### src/frc_pkg.sv
package frc_pkg;
  // ===========================================================
  // bus geometry
  localparam int ADDR_W = 16;
  localparam int IDX_W = 14;
  localparam int NUM_REGS = 13;

  // ===========================================================
  // value limits
  localparam logic [15:0] FREQ_MAX = 16'h0FA0;
  localparam logic [15:0] PCT_MAX = 16'h0064;
  localparam logic [15:0] SEL_MAX = 16'h0001;
  localparam logic [15:0] SRC_MAX = 16'h0004;
  localparam logic [15:0] OP_MAX = 16'h0002;
  localparam logic [15:0] ZERO16 = 16'h0000;

  // ===========================================================
  // bank entry numbers
  localparam int E_CI_START_FREQ = 0;
  localparam int E_CI_END_PCT = 1;
  localparam int E_CI_START_SEL = 2;
  localparam int E_OPA_SRC = 3;
  localparam int E_OPB_SRC = 4;
  localparam int E_CALC_OP = 5;
  localparam int E_OFS_FREQ = 6;
  localparam int E_OFS_DIR = 7;
  localparam int E_KNOB_START_FREQ = 8;
  localparam int E_KNOB_END_FREQ = 9;
  localparam int E_KNOB_START_PCT = 10;
  localparam int E_KNOB_END_PCT = 11;
  localparam int E_KNOB_START_SEL = 12;

  // register index, byte address is four times it
  localparam logic [IDX_W-1:0] REG_IDX [NUM_REGS] = '{
    14'h1080, 14'h1084, 14'h1085, 14'h108E, 14'h108F, 14'h1090, 14'h1091,
    14'h1093, 14'h1095, 14'h1097, 14'h1098, 14'h1099, 14'h109A};
  localparam logic [15:0] REG_MAX [NUM_REGS] = '{
    FREQ_MAX, PCT_MAX, SEL_MAX, SRC_MAX, SRC_MAX, OP_MAX, FREQ_MAX,
    SEL_MAX, FREQ_MAX, FREQ_MAX, PCT_MAX, PCT_MAX, SEL_MAX};
  localparam logic [15:0] REG_RST [NUM_REGS] = '{
    ZERO16, PCT_MAX, ZERO16, ZERO16, ZERO16, ZERO16, ZERO16,
    ZERO16, ZERO16, ZERO16, ZERO16, PCT_MAX, ZERO16};

  // read-only status words
  localparam logic [IDX_W-1:0] IDX_RESULT_LO = 14'h10A0;
  localparam logic [IDX_W-1:0] IDX_RESULT_HI = 14'h10A1;
  localparam logic [IDX_W-1:0] IDX_OUT_FREQ = 14'h10A2;

  // ===========================================================
  // codes
  localparam logic [2:0] SRC_DIGITAL = 3'h0;
  localparam logic [2:0] SRC_KNOB = 3'h1;
  localparam logic [2:0] SRC_VOLTAGE = 3'h2;
  localparam logic [2:0] SRC_CURRENT = 3'h3;
  localparam logic [2:0] SRC_NETWORK = 3'h4;
  localparam logic [1:0] OP_ADD = 2'h0;
  localparam logic [1:0] OP_SUB = 2'h1;
  localparam logic [1:0] OP_MULTIPLY = 2'h2;
  localparam logic DIR_PLUS = 1'b0;
  localparam logic DIR_MINUS = 1'b1;
  localparam logic SEL_USE_ZERO = 1'b1;
endpackage

### src/frc_freq_ref_regs.sv
// Our own choice: the APB register port.
`timescale 1ns/1ps
module frc_freq_ref_regs #(
  parameter int FREQ_W = 16
) (
  input wire logic core_clk,
  input wire logic rst_n,
  input wire logic psel,
  input wire logic penable,
  input wire logic pwrite,
  input wire logic [frc_pkg::ADDR_W-1:0] paddr,
  input wire logic [31:0] pwdata,
  output logic [31:0] prdata,
  output logic pready,
  output logic pslverr,
  input wire logic [FREQ_W-1:0] digitalOpFreq,
  input wire logic [FREQ_W-1:0] voltageInFreq,
  input wire logic [FREQ_W-1:0] networkFreq,
  input wire logic [6:0] knobLevelPct,
  input wire logic [6:0] currentLevelPct,
  input wire logic [6:0] currentStartPct,
  input wire logic [FREQ_W-1:0] currentEndFreq,
  input wire logic [FREQ_W-1:0] freqSetting,
  input wire logic offsetApplyOn,
  output logic [31:0] calcResult,
  output logic [FREQ_W-1:0] knobFreq,
  output logic [FREQ_W-1:0] currentFreq,
  output logic [FREQ_W-1:0] outFreq
);
  // ===========================================================
  // parameter check
  if (FREQ_W != 16)
  begin : g_bad_width
    $error("register words are 16 bits");
  end

  // ===========================================================
  // bus decode
  localparam int N = frc_pkg::NUM_REGS;

  logic [frc_pkg::IDX_W-1:0] accIdx;
  logic aligned;
  logic setupPhase;
  logic accessPhase;
  logic [N-1:0] hitVec;
  logic [N-1:0] okVec;
  logic anyHit;
  logic anyOk;
  logic statHit;
  logic errFf;
  logic nxt_err;
  logic [31:0] prdataFf;
  logic [31:0] nxt_prdata;

  assign accIdx = paddr[frc_pkg::ADDR_W-1:2];
  assign aligned = (paddr[1:0] == 2'h0);
  assign setupPhase = psel && !penable;
  assign accessPhase = psel && penable;
  assign anyHit = |hitVec;
  assign anyOk = |okVec;

  // status words are read only
  assign statHit = aligned && (accIdx == frc_pkg::IDX_RESULT_LO
    || accIdx == frc_pkg::IDX_RESULT_HI || accIdx == frc_pkg::IDX_OUT_FREQ);

  // ===========================================================
  // parameter bank
  logic [15:0] bankFf [N];
  logic [N*16-1:0] bankFlat;

  // one entry per parameter, written only with an in-range value
  for (genvar i = 0; i < N; i++)
  begin : g_entry
    assign hitVec[i] = aligned && (accIdx == frc_pkg::REG_IDX[i]);
    assign okVec[i] = hitVec[i] && (pwdata <= {16'h0000, frc_pkg::REG_MAX[i]});
    assign bankFlat[i*16 +: 16] = bankFf[i];

    always_ff @(posedge core_clk or negedge rst_n)
    begin
      if (!rst_n)
        bankFf[i] <= frc_pkg::REG_RST[i];
      else if (accessPhase && pwrite && okVec[i])
        bankFf[i] <= pwdata[15:0];
    end

  end

  // ===========================================================
  // bus answer
  // error decided in setup, shown in access
  always_comb
  begin
    nxt_err = 1'b0;
    if (!anyHit && !statHit)
      nxt_err = 1'b1;
    else if (pwrite && statHit)
      nxt_err = 1'b1;
    else if (pwrite && !anyOk)
      nxt_err = 1'b1;
  end

  // read mux, low half word, upper bits zero
  always_comb
  begin
    nxt_prdata = 32'h0000_0000;
    for (int k = 0; k < N; k++)
    begin
      if (hitVec[k])
        nxt_prdata = {16'h0000, bankFf[k]};
    end
    if (aligned && accIdx == frc_pkg::IDX_RESULT_LO)
      nxt_prdata = {16'h0000, calcResult[15:0]};
    if (aligned && accIdx == frc_pkg::IDX_RESULT_HI)
      nxt_prdata = {16'h0000, calcResult[31:16]};
    if (aligned && accIdx == frc_pkg::IDX_OUT_FREQ)
      nxt_prdata = {16'h0000, outFreq};
  end

  // capture answer in setup cycle
  always_ff @(posedge core_clk or negedge rst_n)
  begin
    if (!rst_n)
    begin
      errFf <= 1'b0;
      prdataFf <= 32'h0000_0000;
    end
    else if (setupPhase)
    begin
      errFf <= nxt_err;
      prdataFf <= pwrite ? 32'h0000_0000 : nxt_prdata;
    end
  end

  // zero wait states
  assign pready = 1'b1;
  assign pslverr = accessPhase && errFf;
  assign prdata = prdataFf;

  // ===========================================================
  // range scaling of knob and current input
  frc_range_scale #(
    .FREQ_W(FREQ_W)
  ) u_knob_scale (
    .core_clk(core_clk),
    .rst_n(rst_n),
    .levelPct(knobLevelPct),
    .startPct(bankFf[frc_pkg::E_KNOB_START_PCT][6:0]),
    .endPct(bankFf[frc_pkg::E_KNOB_END_PCT][6:0]),
    .startFreq(bankFf[frc_pkg::E_KNOB_START_FREQ]),
    .endFreq(bankFf[frc_pkg::E_KNOB_END_FREQ]),
    .zeroStart(bankFf[frc_pkg::E_KNOB_START_SEL][0] == frc_pkg::SEL_USE_ZERO),
    .freqOut(knobFreq)
  );

  frc_range_scale #(
    .FREQ_W(FREQ_W)
  ) u_current_scale (
    .core_clk(core_clk),
    .rst_n(rst_n),
    .levelPct(currentLevelPct),
    .startPct(currentStartPct),
    .endPct(bankFf[frc_pkg::E_CI_END_PCT][6:0]),
    .startFreq(bankFf[frc_pkg::E_CI_START_FREQ]),
    .endFreq(currentEndFreq),
    .zeroStart(bankFf[frc_pkg::E_CI_START_SEL][0] == frc_pkg::SEL_USE_ZERO),
    .freqOut(currentFreq)
  );

  // ===========================================================
  // two-operand calculation
  frc_calc_unit #(
    .FREQ_W(FREQ_W)
  ) u_calc (
    .core_clk(core_clk),
    .rst_n(rst_n),
    .srcDigital(digitalOpFreq),
    .srcKnob(knobFreq),
    .srcVoltage(voltageInFreq),
    .srcCurrent(currentFreq),
    .srcNetwork(networkFreq),
    .selA(bankFf[frc_pkg::E_OPA_SRC][2:0]),
    .selB(bankFf[frc_pkg::E_OPB_SRC][2:0]),
    .opCode(bankFf[frc_pkg::E_CALC_OP][1:0]),
    .result(calcResult)
  );

  // ===========================================================
  // offset frequency
  logic [FREQ_W-1:0] ofsFreq;
  logic ofsMinus;
  logic [FREQ_W:0] ofsSum;
  logic [FREQ_W-1:0] nxt_outFreq;

  assign ofsFreq = bankFf[frc_pkg::E_OFS_FREQ];
  assign ofsMinus = (bankFf[frc_pkg::E_OFS_DIR][0] == frc_pkg::DIR_MINUS);
  assign ofsSum = {1'b0, freqSetting} + {1'b0, ofsFreq};

  // add saturates high, subtract floors at zero
  always_comb
  begin
    if (!offsetApplyOn)
      nxt_outFreq = freqSetting;
    else if (!ofsMinus)
      nxt_outFreq = ofsSum[FREQ_W] ? '1 : ofsSum[FREQ_W-1:0];
    else if (freqSetting >= ofsFreq)
      nxt_outFreq = freqSetting - ofsFreq;
    else
      nxt_outFreq = '0;
  end

  always_ff @(posedge core_clk or negedge rst_n)
  begin
    if (!rst_n)
      outFreq <= '0;
    else
      outFreq <= nxt_outFreq;
  end
endmodule

### src/frc_range_scale.sv
`timescale 1ns/1ps
module frc_range_scale #(
  parameter int FREQ_W = 16
) (
  input wire logic core_clk,
  input wire logic rst_n,
  input wire logic [6:0] levelPct,
  input wire logic [6:0] startPct,
  input wire logic [6:0] endPct,
  input wire logic [FREQ_W-1:0] startFreq,
  input wire logic [FREQ_W-1:0] endFreq,
  input wire logic zeroStart,
  output logic [FREQ_W-1:0] freqOut
);
  // ===========================================================
  // parameter check
  if (FREQ_W < 12)
  begin : g_bad_width
    $error("frequency width too small");
  end

  // ===========================================================
  // interpolation
  logic signed [FREQ_W:0] freqSpan;
  logic signed [8:0] pctStep;
  logic signed [8:0] pctSpan;
  logic signed [FREQ_W+9:0] ramp;
  logic [FREQ_W-1:0] nxt_freq;

  assign freqSpan = $signed({1'b0, endFreq}) - $signed({1'b0, startFreq});
  assign pctStep = $signed({2'b00, levelPct}) - $signed({2'b00, startPct});
  assign pctSpan = $signed({2'b00, endPct}) - $signed({2'b00, startPct});

  // below start, clamp at end, else linear
  always_comb
  begin
    ramp = '0;
    if (levelPct < startPct)
    begin
      nxt_freq = zeroStart ? '0 : startFreq;
    end
    else if (levelPct >= endPct)
    begin
      nxt_freq = endFreq;
    end
    else
    begin
      ramp = ((FREQ_W+10)'(pctStep) * (FREQ_W+10)'(freqSpan)) / (FREQ_W+10)'(pctSpan);
      nxt_freq = FREQ_W'($signed({1'b0, startFreq}) + ramp);
    end
  end

  // registered result
  always_ff @(posedge core_clk or negedge rst_n)
  begin
    if (!rst_n)
      freqOut <= '0;
    else
      freqOut <= nxt_freq;
  end
endmodule

### src/frc_calc_unit.sv
`timescale 1ns/1ps
module frc_calc_unit #(
  parameter int FREQ_W = 16
) (
  input wire logic core_clk,
  input wire logic rst_n,
  input wire logic [FREQ_W-1:0] srcDigital,
  input wire logic [FREQ_W-1:0] srcKnob,
  input wire logic [FREQ_W-1:0] srcVoltage,
  input wire logic [FREQ_W-1:0] srcCurrent,
  input wire logic [FREQ_W-1:0] srcNetwork,
  input wire logic [2:0] selA,
  input wire logic [2:0] selB,
  input wire logic [1:0] opCode,
  output logic [31:0] result
);
  // ===========================================================
  // operand selection
  if (2 * FREQ_W > 32)
  begin : g_bad_width
    $error("operands too wide for result");
  end

  logic [2:0] selVec [2];
  logic [FREQ_W-1:0] operand [2];
  logic [31:0] nxt_result;

  assign selVec[0] = selA;
  assign selVec[1] = selB;

  // same source mux for both operands
  for (genvar g = 0; g < 2; g++)
  begin : g_operand
    always_comb
    begin
      case (selVec[g])
        frc_pkg::SRC_DIGITAL: operand[g] = srcDigital;
        frc_pkg::SRC_KNOB: operand[g] = srcKnob;
        frc_pkg::SRC_VOLTAGE: operand[g] = srcVoltage;
        frc_pkg::SRC_CURRENT: operand[g] = srcCurrent;
        frc_pkg::SRC_NETWORK: operand[g] = srcNetwork;
        default: operand[g] = '0;
      endcase
    end
  end

  // ===========================================================
  // operation
  always_comb
  begin
    case (opCode)
      frc_pkg::OP_ADD: nxt_result = 32'(operand[0]) + 32'(operand[1]);
      frc_pkg::OP_SUB: nxt_result = 32'(operand[0]) - 32'(operand[1]);
      frc_pkg::OP_MULTIPLY: nxt_result = 32'(operand[0]) * 32'(operand[1]);
      default: nxt_result = '0;
    endcase
  end

  always_ff @(posedge core_clk or negedge rst_n)
  begin
    if (!rst_n)
      result <= '0;
    else
      result <= nxt_result;
  end
endmodule

### config.mk
export PLATFORM = sky130hd
export DESIGN_NAME = frc_freq_ref_regs
export DESIGN_NICKNAME = d
export VERILOG_FILES = /design/src/frc_pkg.sv /design/src/frc_freq_ref_regs.sv /design/src/frc_range_scale.sv /design/src/frc_calc_unit.sv
export SDC_FILE = /design/constraint.sdc
export NUM_CORES = 2
export LEC_CHECK = 0
export BUFFER_PORTS_ARGS = -buffer_cell sky130_fd_sc_hd__buf_2
export CORE_AREA = 4 4 442 444
export CTS_CLUSTER_SIZE = 10
export DETAILED_ROUTE_END_ITERATION = 10
export DIE_AREA = 0 0 446 448
export REMOVE_ABC_BUFFERS = 1
export SLEW_MARGIN = 20
export SYNTH_ARGS = -nofsm -noshare
export SYNTH_HDL_FRONTEND = slang
export SYNTH_SLANG_ARGS = --single-unit
### constraint.sdc
create_clock -name core_clk -period 154.9 [get_ports core_clk]
set_input_delay 38.725 -clock core_clk [delete_from_list [all_inputs] [get_ports core_clk]]
set_output_delay 38.725 -clock core_clk [all_outputs]
set_load 0.03 [all_outputs]
==> out/qor.csv <==
metric;value;unit
status;finished, violations left;
violations;DRC;
hold_violations;0;
reg2reg_from;bankFf[192];
final_common_cell;ha_1;
synth_flop_cell;dfrtp_1;
worstSetupPathType;primary input to flop;
path_clk_slew;0.06;ns
dp_hpwl;222000;microns
drc;5;
final_net_count;12000;
num_vias;74700;
antenna_found_initial;5;
io_pins;269;
h-tree-depth;2;
cts_resized;0;
maxCapViolations;0;
fin_crit_sh;0.747;
synth_edf_count;0;
antenna_cells;0;
crit_top_cell;o21a_1;
worstHoldStart;prdata[7];
cts_tree;yes;
period_needed;115.70;ns
synth.distinct_cells;121;
gp_congestion;0.983;
grt-ovfl-total;0;
design.core.area;192000;sq um
syn_avg_cell_area;7.68;sq um
via_per_inst;5.79;
synthArstFlopShare;1.00;
critPathMaxFanout;32;
ys_seq_area_frac;0.100;
layout-drive-gt1-share;0.0818;
cts_root_buffer;clkbuf_16;
grt_pass1_vias;73300;
syn_inst;9937;
skew;0.0265;ns
detail_route.first_pass.iterations;11;
tightest_slew;1.11;ns
hold_class;flop to flop;
fp.dieH;448;microns
crit_required;155.35;ns
cts_buffer_depth;3;
port-buffer-count;251;
gr-usage-all-layers;0.263;
wirelength;271000;microns
rsz0062_at_grt;no;
final_antenna_net_count;0;
critical_path.startpoint;currentEndFreq[0];
postCtsSetupBuffers;0;
fmax;8.64;MHz
report.final.slew_viol_count;0;
arrival;116.16;ns
area_growth;8.63;%
clock_latency;0.58;ns
die_w;446;microns
ys_ff_latch;305;
slew_headroom;0.255;
layout_common_cells;ha_1, nor2_1, inv_1, nand2_1, a21oi_1;
worst_path_max_delay_cell;a2111oi_0;
critPathLaunchType;primary input;
yosys_warnings;0;
cts_buffers;38;
slowest_delay;0.89;ns
endpoint_kind;flop;
drt_iter0_drc;6132;
clock_sinks;305;
wl_per_cell;21.0;microns
grt_pass1_wl;420000;microns
grt_max_degree;105;
die_area;200000;sq um
finalSetupTns;0;ns
ctsHoldBuffers;0;
finalSetupViolations;0;
netlist_area;76300;sq um
initial_core_util;0.398;
rows;161;
[synth_stat cells, types with 153 or more instances]
cell type	instances	area, sq um
ha_1	1074	13400
nor2_1	1008	3780
inv_1	942	3540
nand2_1	824	3090
a21oi_1	612	3060
o21ai_0	533	2670
fa_1	426	8530
xnor2_1	321	2810
nor3_1	304	1520
dfrtp_1	299	7480
clkbuf_1	281	1050
o21a_1	263	1970
nand3_1	226	1130
a21o_1	214	1610
xor2_1	196	1720
mux2_2	188	2120
and2_1	181	1130
nor2b_1	153	957
[per-layer routing]
layer / wire [microns] / up-vias / GRT usage
met5: 47 / - / 0
met4: 12400 / 8 / 0.103
met3: 16700 / 495 / 0.0332
met2: 126000 / 2386 / 0.448
met1: 116000 / 36100 / 0.339
li1: - / 35700 / -
[final timing paths]
check,to,slack [ns],cells after the start
worst max-delay path,u_current_scale.freqOut[15],39.20,300
worst min-delay path,prdata[7],0.48,2
worst max register to register,u_current_scale.freqOut[15],76.90,298
worst min register to register,prdata[7],0.48,2
max in group asynchronous,bankFf[196],114.39,3
min in group asynchronous,ofsFreq[4],38.18,1
[kinds of logic (layout without fill, tap and decap cells)]
family	Yosys count	in the layout	share of synthesized area
multiplexers	303	303	0.0430
flip-flops	305	305	0.100
AO/OA/AOI/OAI	2619	2619	0.230
adder cells (fa/ha/maj)	1500	1500	0.288
other	2	361	0.0000984
XOR/XNOR	518	518	0.0595
AND/OR/NAND/NOR	3388	3388	0.214
buffers and inverters	1302	1372	0.0654
[worst max-delay path: cells and delay by family]
kind / cells / cell delay [ns]
fa+ha+maj: 34 / 11.37
simple gates: 58 / 15.16
mux: 6 / 1.85
buf+inv: 13 / 2.31
xor+xnor: 2 / 0.23
compound gates: 187 / 46.32
[through the flow]
step	cell area (sq um)	std cells	util	worst slack [ns]	hold slack (ns)
6_report	82900	12900	0.433	39.20	0.481
5_1_grt	82900	12900	0.433	32.93	0.492
4_1_cts	82900	12900	0.433	40.23	0.483
3_5_place_dp	81800	12800	0.427	39.88	0.470
3_3_place_gp	81800	12800	0.427	41.59	0.457
2_1_floorplan	76200	9943	-	42.80	0.443
[final cells by class]
| class | count | area [sq um] |
|---|---|---|
| sequential | 305 | 7640 |
| timing repair buffer | 359 | 2080 |
| fill | 19500 | 109000 |
| multi-input combinational | 8689 | 65300 |
| inverter | 949 | 3560 |
| tap | 2526 | 3160 |
| clock inverter | 8 | 86.3 |
| clock buffer | 56 | 1030 |
[sequential cells by signal, indices dropped and copies added (netlist names)]
register	count
bankFf	192
errFf	1
ofsFreq	16
outFreq	16
prdata	16
u_calc.result	32
u_current_scale.freqOut	16
u_knob_scale.freqOut	16
Power is not shown: default switching activity piles up to over one toggle a cycle in this logic, so the estimate is an artifact.
